[src/hw/fhp_pkg.sv]
package fhp_pkg;
    localparam int ADDR_W = 11;
    localparam int DATA_W = 16;
    localparam int TF_ADDR_W = 3;
    localparam logic [TF_ADDR_W-1:0] TF_DATA_INDEX = 3'h0;
    // bit positions of the pin vector through the synchroniser
    localparam int IX_CE1 = 0;
    localparam int IX_CE2 = 1;
    localparam int IX_REG = 2;
    localparam int IX_OE = 3;
    localparam int IX_IO_READ_STROBE_N = 4;
    localparam int IX_IO_WRITE_STROBE_N = 5;
    localparam int IX_DMA_ACK_N = 6;
    localparam int IX_MASTER_SLAVE_SELECT_N = 7;
    localparam int IX_IDE_MODE_SELECT_N = 8;
    localparam int IX_ADDR = 9;
    localparam int IX_DATA = IX_ADDR + ADDR_W;
    localparam int SYNC_W = IX_DATA + DATA_W;
    // strobes and selects idle high, bus lines low
    localparam logic [SYNC_W-1:0] SYNC_RST = 36'h0000001ff;
    localparam logic [DATA_W-1:0] DATA_RST = 16'h0000;
    localparam logic [ADDR_W-1:0] ADDR_RST = 11'h000;
    // lane select fields
    localparam int LN_EVEN = 0;
    localparam int LN_ODD = 1;
    localparam int LN_SWAP = 2;
    localparam logic [2:0] LANE_NONE = 3'h0;
    localparam logic [2:0] LANE_WORD = 3'h3;
    localparam logic [2:0] LANE_EVEN = 3'h1;
    localparam logic [2:0] LANE_ODD = 3'h2;
    localparam logic [2:0] LANE_ODD_LOW = 3'h6;
    typedef enum logic [2:0] {sp_none, sp_common, sp_attr, sp_io, sp_task, sp_ctrl, sp_dma} fhp_space_t;
    typedef enum logic [1:0] {dma_idle, dma_req, dma_ack_wait} fhp_dma_state_t;
endpackage

[src/hw/fhp_port.sv]
`timescale 1ns/1ps
// Notes on behaviour
// - input ack only on selected I/O reads
// - input ack undriven in memory mode
// - raise DMA request when data is ready
// - DMA direction set by read/write strobes
// - hold request until ack, then drop, rearm
// - DMA request undriven when not selected
// - I/O read strobe drives read data
// - card enables and A0 pick byte
// - odd byte reachable on low lanes
// - two IDE selects: task file, control block
// - DMA ack means 16-bit, no selects
// - writes latch on write strobe rising edge
// - memory mode output enable reads all spaces
// - I/O mode output enable reads attributes only
// - attribute space on output enable reads when space select low
// - three low address lines pick task register
module fhp_port (
    input wire logic core_clk,
    input wire logic nrst,
    input wire logic [fhp_pkg::ADDR_W-1:0] addr,
    input wire logic [fhp_pkg::DATA_W-1:0] data_in,
    output logic [fhp_pkg::DATA_W-1:0] data_out,
    output logic data_oe,
    input wire logic low_byte_card_enable_n,
    input wire logic high_byte_card_enable_n,
    input wire logic attr_space_n,
    input wire logic output_enable_n,
    input wire logic io_read_strobe_n,
    input wire logic io_write_strobe_n,
    input wire logic dma_ack_n,
    input wire logic master_slave_select_n,
    input wire logic ide_mode_select_n,
    output logic input_ack_n,
    output logic input_ack_oe,
    output logic dma_request,
    output logic dma_request_oe,
    output logic insert_detect_a_n,
    output logic insert_detect_b_n,
    output logic master_slave_pullup_en,
    input wire logic io_mode_enable,
    input wire logic dev_selected,
    input wire logic dma_enable,
    input wire logic dma_pending,
    input wire logic [fhp_pkg::DATA_W-1:0] core_rd_data,
    output logic ide_mode,
    output logic is_master,
    output logic rd_active,
    output fhp_pkg::fhp_space_t rd_space,
    output logic [fhp_pkg::ADDR_W-1:0] rd_addr,
    output logic wr_pulse,
    output fhp_pkg::fhp_space_t wr_space,
    output logic [fhp_pkg::ADDR_W-1:0] wr_addr,
    output logic [fhp_pkg::DATA_W-1:0] wr_data,
    output logic [1:0] wr_byte_en
);
    import fhp_pkg::*;

    logic rst_ff1;
    logic rst_n;
    logic [SYNC_W-1:0] pin_s;
    logic ce1_s, ce2_s, reg_s, oe_s, io_read_strobe_n_s, io_write_strobe_n_s, dma_ack_n_s, master_slave_select_n_s, ide_mode_select_n_s;
    logic [ADDR_W-1:0] a_s;
    logic [DATA_W-1:0] d_s;
    logic ide;
    logic word;
    logic [2:0] lane;
    logic [2:0] rd_lane;
    fhp_space_t acc_io;
    fhp_space_t acc_mem;
    fhp_space_t rd_now;
    logic io_write_strobe_n_prev;
    fhp_space_t hold_space;
    logic [ADDR_W-1:0] hold_addr;
    logic [DATA_W-1:0] hold_data;
    logic [1:0] hold_be;
    fhp_dma_state_t dma_state;

    ////////////////////////////////////////////////////////////////////////
    always_ff @(posedge core_clk or negedge nrst) begin
        if (!nrst) begin
            rst_ff1 <= 1'b0;
            rst_n <= 1'b0;
        end else begin
            rst_ff1 <= 1'b1;
            rst_n <= rst_ff1;
        end
    end

    // bus lines share the strobe delay; they must be stable while a strobe is low
    fhp_sync #(.W(SYNC_W), .RST_VAL(SYNC_RST)) u_sync (
        .core_clk(core_clk),
        .rst_n(rst_n),
        .async_in({data_in, addr, ide_mode_select_n, master_slave_select_n, dma_ack_n,
            io_write_strobe_n, io_read_strobe_n, output_enable_n, attr_space_n,
            high_byte_card_enable_n, low_byte_card_enable_n}),
        .sync_out(pin_s)
    );

    assign ce1_s = pin_s[IX_CE1];
    assign ce2_s = pin_s[IX_CE2];
    assign reg_s = pin_s[IX_REG];
    assign oe_s = pin_s[IX_OE];
    assign io_read_strobe_n_s = pin_s[IX_IO_READ_STROBE_N];
    assign io_write_strobe_n_s = pin_s[IX_IO_WRITE_STROBE_N];
    assign dma_ack_n_s = pin_s[IX_DMA_ACK_N];
    assign master_slave_select_n_s = pin_s[IX_MASTER_SLAVE_SELECT_N];
    assign ide_mode_select_n_s = pin_s[IX_IDE_MODE_SELECT_N];
    assign a_s = pin_s[IX_DATA-1:IX_ADDR];
    assign d_s = pin_s[SYNC_W-1:IX_DATA];

    ////////////////////////////////////////////////////////////////////////
    assign ide = !ide_mode_select_n_s;
    assign ide_mode = ide;
    assign is_master = ide && !master_slave_select_n_s;
    assign master_slave_pullup_en = ide;
    assign insert_detect_a_n = 1'b0;
    assign insert_detect_b_n = 1'b0;

    // in IDE the card enable pins carry the two chip selects
    function automatic fhp_space_t pick_space(input logic io_cycle);
        if (ide) begin
            if (!dev_selected) begin
                pick_space = sp_none;
            end else if (!dma_ack_n_s && dma_enable) begin
                pick_space = sp_dma;
            end else if (!ce1_s) begin
                pick_space = sp_task;
            end else if (!ce2_s) begin
                pick_space = sp_ctrl;
            end else begin
                pick_space = sp_none;
            end
        end else if (ce1_s && ce2_s) begin
            pick_space = sp_none;
        end else if (io_cycle) begin
            pick_space = (io_mode_enable && !reg_s) ? sp_io : sp_none;
        end else if (!reg_s) begin
            pick_space = sp_attr;
        end else begin
            pick_space = io_mode_enable ? sp_none : sp_common;
        end
    endfunction

    function automatic logic [2:0] lane_sel(input logic ce1_n, input logic ce2_n, input logic a0,
        input logic ide_on, input logic ide_word);
        if (ide_on) begin
            lane_sel = ide_word ? LANE_WORD : LANE_EVEN;
        end else begin
            case ({ce2_n, ce1_n})
                2'b00: lane_sel = LANE_WORD;
                2'b10: lane_sel = a0 ? LANE_ODD_LOW : LANE_EVEN;
                2'b01: lane_sel = LANE_ODD;
                default: lane_sel = LANE_NONE;
            endcase
        end
    endfunction

    always_comb begin
        acc_io = pick_space(1'b1);
        acc_mem = pick_space(1'b0);
        word = (acc_io == sp_dma) || (acc_io == sp_task && a_s[TF_ADDR_W-1:0] == TF_DATA_INDEX);
        lane = lane_sel(ce1_s, ce2_s, a_s[0], ide, word);
        if (!io_read_strobe_n_s && (ide || io_mode_enable)) begin
            rd_now = acc_io;
        end else if (!oe_s && !ide) begin
            rd_now = acc_mem;
        end else begin
            rd_now = sp_none;
        end
    end

    ////////////////////////////////////////////////////////////////////////
    // read path: two cycles from synced strobe to driven data, core answers in between
    always_ff @(posedge core_clk or negedge rst_n) begin
        if (!rst_n) begin
            rd_active <= 1'b0;
            rd_space <= sp_none;
            rd_addr <= ADDR_RST;
            rd_lane <= LANE_NONE;
        end else begin
            rd_active <= rd_now != sp_none;
            rd_space <= rd_now;
            rd_addr <= ide ? {{(ADDR_W-TF_ADDR_W){1'b0}}, a_s[TF_ADDR_W-1:0]} : a_s;
            rd_lane <= lane;
        end
    end

    always_ff @(posedge core_clk or negedge rst_n) begin
        if (!rst_n) begin
            data_out <= DATA_RST;
            data_oe <= 1'b0;
        end else begin
            data_oe <= rd_active;
            data_out[7:0] <= rd_lane[LN_SWAP] ? core_rd_data[15:8] :
                (rd_lane[LN_EVEN] ? core_rd_data[7:0] : 8'h00);
            data_out[15:8] <= (rd_lane[LN_ODD] && !rd_lane[LN_SWAP]) ? core_rd_data[15:8] : 8'h00;
        end
    end

    assign input_ack_n = !(rd_active && rd_space == sp_io);
    assign input_ack_oe = !ide && io_mode_enable;

    ////////////////////////////////////////////////////////////////////////
    // selects may lift together with the strobe, so the last low-strobe sample is kept
    always_ff @(posedge core_clk or negedge rst_n) begin
        if (!rst_n) begin
            io_write_strobe_n_prev <= 1'b1;
            hold_space <= sp_none;
            hold_addr <= ADDR_RST;
            hold_data <= DATA_RST;
            hold_be <= 2'b00;
        end else begin
            io_write_strobe_n_prev <= io_write_strobe_n_s;
            if (!io_write_strobe_n_s) begin
                hold_space <= acc_io;
                hold_addr <= ide ? {{(ADDR_W-TF_ADDR_W){1'b0}}, a_s[TF_ADDR_W-1:0]} : a_s;
                hold_data <= lane[LN_SWAP] ? {d_s[7:0], d_s[7:0]} : d_s;
                hold_be <= {lane[LN_ODD], lane[LN_EVEN]};
            end
        end
    end

    always_ff @(posedge core_clk or negedge rst_n) begin
        if (!rst_n) begin
            wr_pulse <= 1'b0;
            wr_space <= sp_none;
            wr_addr <= ADDR_RST;
            wr_data <= DATA_RST;
            wr_byte_en <= 2'b00;
        end else begin
            wr_pulse <= io_write_strobe_n_s && !io_write_strobe_n_prev && hold_space != sp_none && (ide || io_mode_enable);
            if (io_write_strobe_n_s && !io_write_strobe_n_prev) begin
                wr_space <= hold_space;
                wr_addr <= hold_addr;
                wr_data <= hold_data;
                wr_byte_en <= hold_be;
            end
        end
    end

    ////////////////////////////////////////////////////////////////////////
    always_ff @(posedge core_clk or negedge rst_n) begin
        if (!rst_n) begin
            dma_state <= dma_idle;
        end else begin
            case (dma_state)
                dma_idle: if (ide && dma_enable && dma_pending) dma_state <= dma_req;
                dma_req: begin
                    if (!(ide && dma_enable)) begin
                        dma_state <= dma_idle;
                    end else if (!dma_ack_n_s) begin
                        dma_state <= dma_ack_wait;
                    end
                end
                dma_ack_wait: if (dma_ack_n_s) dma_state <= dma_idle;
                default: dma_state <= dma_idle;
            endcase
        end
    end

    assign dma_request = dma_state == dma_req;
    assign dma_request_oe = ide && dev_selected;
endmodule

[src/hw/fhp_sync.sv]
`timescale 1ns/1ps
module fhp_sync #(
    parameter int W = 1,
    parameter logic [W-1:0] RST_VAL = '0
) (
    input wire logic core_clk,
    input wire logic rst_n,
    input wire logic [W-1:0] async_in,
    output logic [W-1:0] sync_out
);
    logic [W-1:0] stage1;
    logic [W-1:0] stage2;
    logic [W-1:0] stage3;

    always_ff @(posedge core_clk or negedge rst_n) begin
        if (!rst_n) begin
            stage1 <= RST_VAL;
            stage2 <= RST_VAL;
            stage3 <= RST_VAL;
        end else begin
            stage1 <= async_in;
            stage2 <= stage1;
            stage3 <= stage2;
        end
    end

    // a bit only moves once two later stages agree, filtering one-sample glitches
    always_ff @(posedge core_clk or negedge rst_n) begin
        if (!rst_n) begin
            sync_out <= RST_VAL;
        end else begin
            sync_out <= (stage2 & ~(stage2 ^ stage3)) | (sync_out & (stage2 ^ stage3));
        end
    end
endmodule

[config.mk]
export PLATFORM = sky130hd
export DESIGN_NAME = fhp_port
export DESIGN_NICKNAME = d
export VERILOG_FILES = /design/src/hw/fhp_pkg.sv /design/src/hw/fhp_port.sv /design/src/hw/fhp_sync.sv
export SDC_FILE = /design/constraint.sdc
export NUM_CORES = 1
export LEC_CHECK = 0
export BUFFER_PORTS_ARGS = -buffer_cell sky130_fd_sc_hd__buf_2
export CAP_MARGIN = 25
export CORE_AREA = 2 2 167 169
export DETAILED_ROUTE_END_ITERATION = 16
export DIE_AREA = 0 0 169 171
export SETUP_SLACK_MARGIN = 0.5
export SYNTH_ARGS = -nofsm -noshare
export SYNTH_HDL_FRONTEND = slang
export SYNTH_SLANG_ARGS = --single-unit
[constraint.sdc]
create_clock -name core_clk -period 7.36 [get_ports core_clk]
set_input_delay 1.104 -clock core_clk [delete_from_list [all_inputs] [get_ports core_clk]]
set_output_delay 1.104 -clock core_clk [all_outputs]
set_load 0.1 [all_outputs]
Yosys cells after proc, flatten, opt, wreduce, memory -nomap -nowiden --
Cells that the tools add are included.
Storage, ports and cells: flip-flop bits (word level) 249, input port bits 58, output and inout port bits 74, word-level logic and storage cells 98
Cells by class: eq/ne operators 10, multiplexer cells 27, bitwise logic cells 5, reductions and logical operators 33
Operators by type and width (number):
- $and 36x36->36 | 2
- $not 36->36 | 1
- $or 36x36->36 | 1
- $xor 36x36->36 | 1
- $mux 3 | 10
- $mux 8 | 3
- $mux 2 | 9
- $logic_and 1x1->1 | 16
- $mux 16 | 1
- $mux 11 | 1
- $logic_not 1->1 | 9
- $pmux 3 s3 | 1
- $eq 3x3->1 const B | 2
- $pmux 2 s3 | 1
- $reduce_bool 3->1 | 2
- $eq 2x1->1 const B | 2
- $eq 2x2->1 const B | 2
- $logic_not 2->1 | 2
- $eq 3x2->1 const B | 1
- $logic_not 3->1 | 1
- $ne 3x3->1 const B | 1
- $reduce_and 3->1 | 1
- $logic_or 1x1->1 | 2
- $ne 2x1->1 const B | 1
- 2 further kinds | 2

Logic depth before layout (Yosys ltp) --
Gate-level depths: netlist of the first run.
depth in word-level cells 11, depth in mapped cells 6, mapped depth without buffers 4

Modules after synthesis --
A second synthesis of the first run with hierarchy kept.
Unflattened totals: cell total of the unflattened synthesis 460, area total of the unflattened synthesis 8044.0 µm²
Modules (own cells, without submodules):
- fhp_sync | times used 1, cells each 180, area each 4053.9 µm², seq. area each 3648.5 µm²
- fhp_port | times used 1, cells each 280, area each 3990.1 µm², seq. area each 2628.8 µm²

Worst setup path before layout of the first run --
No wires, ideal clock.
path kind input to output, start input port dev_selected, end output port dma_request_oe, arrival time 2.498 ns, data required time 6.256 ns, slack 3.758 ns, stages on the path 1, buffers on the path 0, cells stage by stage nor2b_1
On the way: word-level cells in the longest chain between the ends 1
Ends and longest elaborated chain:
- from (decl) | RTL line fhp_port.sv:43 | input wire logic dev_selected,
- $logic_and 1x1->1 | RTL line fhp_port.sv:264 | assign dma_request_oe = ide && dev_selected;
- to (decl) | RTL line fhp_port.sv:38 | output logic dma_request_oe,
No other way between the ends.

==> impl_results.md, run 1 <==
- Setup tns final: 0 ps
- Layout area overhead: 24.5%
- Cell Int Power: about 2.5 mW
- Layout cells sized above 1: 0.432
- Largest family of logic cells by synthesized area: multiplexers
- GPL Wtd Cong: ~0.75
- Asr flop ratio synth: 1.00
- Slowest stage delay, CP: 760 ps
- Max-slew violation count: 0
- Root buffer cell: clkbuf_16
- Critical path's slowest cell: dfstp_2
- CP arrival: approximately 1900 ps
- Layout Nets: approximately 670
- Critical Path Fanout Max: 20
- Comb pwr share: 0.244
- Sequential power share: 0.421
- Cts hold-fix bufs: 0
- Net switching power: approximately 1.4 mW
- Drt pass-1 iters: 4
- CTS tree: built
- Worst setup SP type: register
- Max VDD drop: 0.175 mV
- Mapped Area: around 8000 um^2
- Post-synthesis cell type count: 35
- Die ar.: 28900 um^2
- RSZ-0062 raised after global routing: false
- # fillers: 2630
- Leak: 4.61 nW
- H-tree levels: 1
- Fraction of post-synthesis cell area in the top cell type by area: 0.665
- Post-layout min period: 2970 ps
- Reg area: between 6000 and 7000 um^2
- Register area share after synthesis: 0.786
- # port buffers: 129
- Critical path cell sequence: and2_1, buf_2
- Routed len/inst: 14.7 um
- Post-Synth XOR/XNOR Area: 0
- Run status: completed
- Setup CP Type: register to output pin
- Area leader, netlist: dfrtp_1
- Core box area: 27300 um^2
- Final Skew: 13.4 ps
- GRT overflow: 0
- Final setup violation count: 0
- Primary FF master, synth: dfrtp_1
- CTS resizes: 0
- Mapped Avg Cell Area: roughly 17 um^2
- Power density over cell area: 391 nW/um^2
- Max_cap viols: 0
- Final WL: 14.3 mm
- Post-DR vias/cell: 4.15
- Fmax: 0.336 GHz
- GR Util All Layers: 0.0991
- Die Wd: 169 um
- Worst Tran Pin Value: approximately 860 ps
- Hold/Removal Path Class: register to register
- CTS sink cnt: 249
- Largest net degree at the start of global routing: 78
- Fin. Hold Viols: 0
- Hold Crit Start: u_sync.stage1[9]
- Sw Share: 0.354
- Mapped Cells: 460
- 1st-iter DRT viols: about 170
- First-pass GRT wire length: ~22 mm
- Final Core Density: 0.364
- # DRC: 0
- Post-route clock period utilization: 0.404
- Initial antenna violation count: 0
- Rows: 61
- Simple-Gate Fraction of Synth Area: 0.0444
- Number of synthesized flops with an enable pin: 0
- Area of the multi-input gates: 1600 um^2
- Clock power share: 0.335
- Total power draw: between 3 and 4 mW
- Slew margin rel.: 0.427
- Cts bufs inserted: 27
- DRT antenna net count: 0
- Vias in the first global route: about 4100
- Compound-Gate Fraction of Synth Area: 0.0238
- Mux cell area share after synthesis: 0.0859
- Synthesis Warnings: 0
- DR vias: 4045
- Worst r2r src: rst_n
- Die span in y: 171 um
- Top post-synthesis cells by area: dfrtp_1 66%, dfstp_2 12%, mux2_2 7.3%, maj3_1 4.5%, and2_1 1.4%
- Synth Area in Adders: 0.0451
- # Post-CTS Setup Buffers: 0
- Maximum buffer depth of the clock tree: 3
- Yosys reg bits: 249
- Critical Path End Type: output pin
- Io pins: roughly 130
- Worst-Skew Late Latency: 520 ps
- Antenna diodes: 0
- Post-DP HPWL: 9.10 mm
- Critical Path RT: 6260 ps
- Clock-pin transition on the worst setup and hold timing paths: 60 ps
- Starting Density: 0.292
==> power groups by stage <==
stage,clock [mW],sequential (mW),combinational [mW]
2_1_floorplan,0,2.25,0.182
3_3_place_gp,0,1.66,0.947
3_5_place_dp,0,1.66,0.956
4_1_cts,1.35,1.64,0.958
5_1_grt,1.42,1.66,0.985
6_report,1.30,1.64,0.948
==> stage by stage <==
step	instances	instance area (um^2)	hold WS, ps	worst slack (ps)
after CTS	973	9910	334	4340
after global placement	923	9010	332	4390
after floorplan	461	7990	331	3310
after detailed placement	924	9040	335	4380
after global routing	974	9930	334	4290
final	974	9930	339	4390
==> cell type report <==
class	count	share of cell area
clock buffers	39	0.0766
clock inverters	10	0.0107
inverters	5	0.00189
multi-input cells	190	0.161
flip-flops and latches	249	0.632
well taps	346	0.0436
repair buffers	135	0.0736
==> cells in the mapped netlist, types with 3 or more instances <==
cell	n
dfstp_2	37
a22o_1	8
nor3_1	3
and2_1	18
mux2_2	52
buf_2	10
clkbuf_1	4
maj3_1	36
nor2_1	4
nor2b_1	8
inv_1	5
o21ai_0	15
nand2_1	13
dfrtp_1	212
mux2i_1	10
buf_4	3
==> metal layers <==
layer | share of wire | GRT usage | vias up
li1 | - | - | 1863
met2 | 0.46 | 0.156 | 116
met4 | 0.028 | 0.0353 | 0
met1 | 0.45 | 0.132 | 2031
met5 | 0 | 0 | -
met3 | 0.061 | 0.0273 | 35
==> worst paths after layout <==
kind,slack (ps),to,cells past startpoint
worst min-delay path,340,u_sync.stage2[9],0
worst max register to register,5030,asynchronous set/reset pin,2
worst min register to register,340,u_sync.stage2[9],0
worst max-delay path,4390,input_ack_oe,2
min in group asynchronous,360,rst_n,1
max in group asynchronous,5030,asynchronous set/reset pin,2
==> layout by cell type, fill, tap and decap left out, types with 2 or more instances in the layout <==
cell and count:
inv_1 5, dfrtp_1 211, bufinv_16 2, maj3_1 36, o21ai_0 15, conb_1 3
clkbuf_8 4, clkbuf_16 27, mux2_2 52, a21oi_1 2, a22o_1 8, mux2i_1 10
clkbuf_1 8, buf_16 2, nor2_1 4, clkinv_2 5, nand4b_1 2, dfstp_2 37
nor3_1 3, nand2_1 13, buf_4 4, clkinvlp_4 2, nor2b_1 8, and2_1 18
buf_2 129
==> worst max-delay path: cells and delay by family (launching register included) <==
kind | cells | cell delay, ps
buf+inv | 1 | 420
flops | 1 | 760
simple gates | 1 | 180
==> kinds of logic after synthesis <==
group | count (synthesis)
AO/OA/AOI/OAI | 29
adder cells (fa/ha/maj) | 36
buffers and inverters | 22
flip-flops | 249
multiplexers | 62
other | 2
AND/OR/NAND/NOR | 60
No activity file was read; power rests on OpenSTA's default activity.
==> inputs of run 2 (changes only) <==
clock period = 3.04 ns   (was 7.36 ns; I/O delays follow)
==> run 2 against run 1 <==
Wire length down 0.89%. Sequential share of layout area down 0.60 points. Non-clock buffer count increased by 6. Via count decreased by 0.84%. Combinational power increased by 140%. Clock power increased to 2.5 times the previous value. Sequential power increased by 140%. Critical endpoint unchanged. Global-route usage down 0.098 points. First-iteration DRC count is 12% lower. Worst setup slack got worse by 3500 ps. Final cell count is 0.51% higher.
==> impl_results.md, run 2 (synthesized netlist as in run 1, its figures left out) <==
- Io pins: 132 (unchanged)
- Maximum buffer depth of the clock tree: 3 (unchanged)
- Root buffer cell: clkbuf_16 (unchanged)
- CTS tree: built (unchanged)
- Post-DR vias/cell: 4.10 (was 4.15)
- Routed len/inst: 14.5 um (was 14.7 um)
- FF-to-FF setup slack: 1280 ps (was 5030 ps)
- Layout Nets: 671 (was 666)
- # port buffers: 129 (unchanged)
- Hold Path Stages: 1 (was 0)
- Rows: 61 (unchanged)
- Fin. Hold Viols: 0 (unchanged)
- RSZ-0062 raised after global routing: false (unchanged)
- Final WL: 14.1 mm (was 14.3 mm)
- Slew margin rel.: 0.466 (was 0.427)
- # Post-CTS Setup Buffers: 0 (unchanged)
- Hold Crit Start: master_slave_select_n (was u_sync.stage1[9])
- CTS resizes: 0 (unchanged)
- Drt pass-1 iters: 4 (unchanged)
- Layout area overhead: 25.7% (was 24.5%)
- Max_cap viols: 0 (unchanged)
- Worst r2r src: io_write_strobe_n_prev (was rst_n)
- First-pass GRT wire length: 22.6 mm (was 22.4 mm)
- CP arrival: 1730 ps (was 1870 ps)
- Clock-pin transition on the worst setup and hold timing paths: 60 ps (about the same)
- DR vias: 4011 (was 4045)
- Critical Path RT: 2580 ps (was 6260 ps)
- Initial antenna violation count: 0 (unchanged)
- Critical Path End Type: output pin (unchanged)
- Die Wd: 169 um (unchanged)
- Hold EP: u_sync.stage1[7] (was u_sync.stage2[9])
- GRT overflow: 0 (unchanged)
- Run status: completed (unchanged)
- Post-route clock period utilization: 0.718
- 1st-iter DRT viols: 146 (was 165)
- Placed cell area: 9100 um^2 (was 9040 um^2)
- Die ar.: 28900 um^2 (unchanged)
- Worst setup SP type: register (unchanged)
- CTS sink cnt: 249 (unchanged)
- GPL Wtd Cong: 0.736 (was 0.754)
- Post-DP HPWL: 9.22 mm (was 9.10 mm)
- Final Skew: 10.5 ps (was 13.4 ps)
- Layout cells sized above 1: 0.444 (was 0.432)
- Post-layout min period: 2180 ps
- Die span in y: 171 um (unchanged)
- Vias in the first global route: 4105 (was 4057)
- Cts bufs inserted: 26 (was 27)
- DRT antenna net count: 0 (unchanged)
- Cts hold-fix bufs: 1 (was 0)
- Critical Path Fanout Max: 6 (was 20)
- Pre-CTS WS: 1230 ps (was 4380 ps)
- Final Cell Area: 10000 um^2 (was 9930 um^2)
- # DRC: 0 (unchanged)
- Final setup violation count: 0 (unchanged)
- Largest net degree at the start of global routing: 57 (was 78)
- Core box area: 27300 um^2 (unchanged)
- Most common cell after layout, fill and taps aside: dfrtp_1 (unchanged)
- GR Util All Layers: 0.0981 (was 0.0991)
- Setup CP Type: register to output pin (unchanged)
- H-tree levels: 1 (unchanged)
- Leak: 4.66 nW (was 4.61 nW)
- Max VDD drop: 0.605 mV (was 0.175 mV)
- Fmax: 0.458 GHz
- Antenna diodes: 0 (unchanged)
- Worst Tran Pin Value: 801 ps (was 859 ps)
- Hold/Removal Path Class: input pin to register (was register to register)
- Setup tns final: 0 ps (unchanged)
- Cells on worst reg2reg path: 3 (was 2)
- Reg2reg end: wr_data[1]
- Starting Density: 0.292 (unchanged)
- Worst setup margin: 859 ps (was 4390 ps)
- Worst-Skew Late Latency: 510 ps (was 520 ps)
- Max-slew violation count: 0 (unchanged)
- Most frequent cells in the layout: 211 x dfrtp_1, 129 x buf_2, 52 x mux2_2 (unchanged)
- Power density over cell area: 952 nW/um^2 (was 391 nW/um^2)
[run 2: changes by cell type in the layout (fill, tap and decap cells not counted), sizes merged]
cell,change
dlygate4sd3,+1
clkinv,+2
clkinvlp,-1
bufinv,+1
buf,+5
clkbuf,-3
[run 2: per-stage QoR]
step	hold WS (ps)	power, mW	instances	util
after global placement	243	6.34	930	0.333
after global routing	10.3	9.97	979	0.367
final	38.1	9.55	979	0.367
after detailed placement	246	6.36	930	0.333
after floorplan	160	5.89	461	-
after CTS	9.65	9.70	979	0.367
[run 2: how the worst max path moves through the flow]
| stage | start | to | slack, ps | cells past startpoint |
|---|---|---|---|---|
| after CTS | register | input_ack_oe | 830 | 2 |
| after global routing | register | input_ack_oe | 810 | 2 |
| after floorplan | rd_active | input_ack_n | 520 | 1 |
| after detailed placement | io_write_strobe_n_prev | wr_data[8] | 1230 | 3 |
| after global placement | io_write_strobe_n_prev | wr_data[3] | 1250 | 3 |
| final | register | input_ack_oe | 860 | 2 |
[run 2: layout make-up]
class | count | area (um^2)
Fill cell | 2607 | 17300
Sequential cell | 249 | 6280
Multi-Input combinational cell | 190 | 1610
Timing Repair Buffer | 141 | 776
Clock buffer | 36 | 769
Tap cell | 346 | 433
Clock inverter | 12 | 145
Inverter | 5 | 18.8
[run 2: critical path, cell delays in order, from the launching register on]
cell	delay, ps
dfstp_2	580
and2_1	190
buf_2	440
[run 2: layer usage]
| layer | share of wire | wire length (um) | GRT usage |
|---|---|---|---|
| met5 | 0 | 0 | 0 |
| met4 | 0.021 | 291 | 0.0294 |
| met3 | 0.067 | 946 | 0.0264 |
| met2 | 0.45 | 6420 | 0.154 |
| met1 | 0.46 | 6490 | 0.134 |
[run 2: report_power, final]
group          internal (mW)  switching [mW]
Clock                   2.02            1.25
Combinational          0.432            1.86
Sequential              3.74           0.236
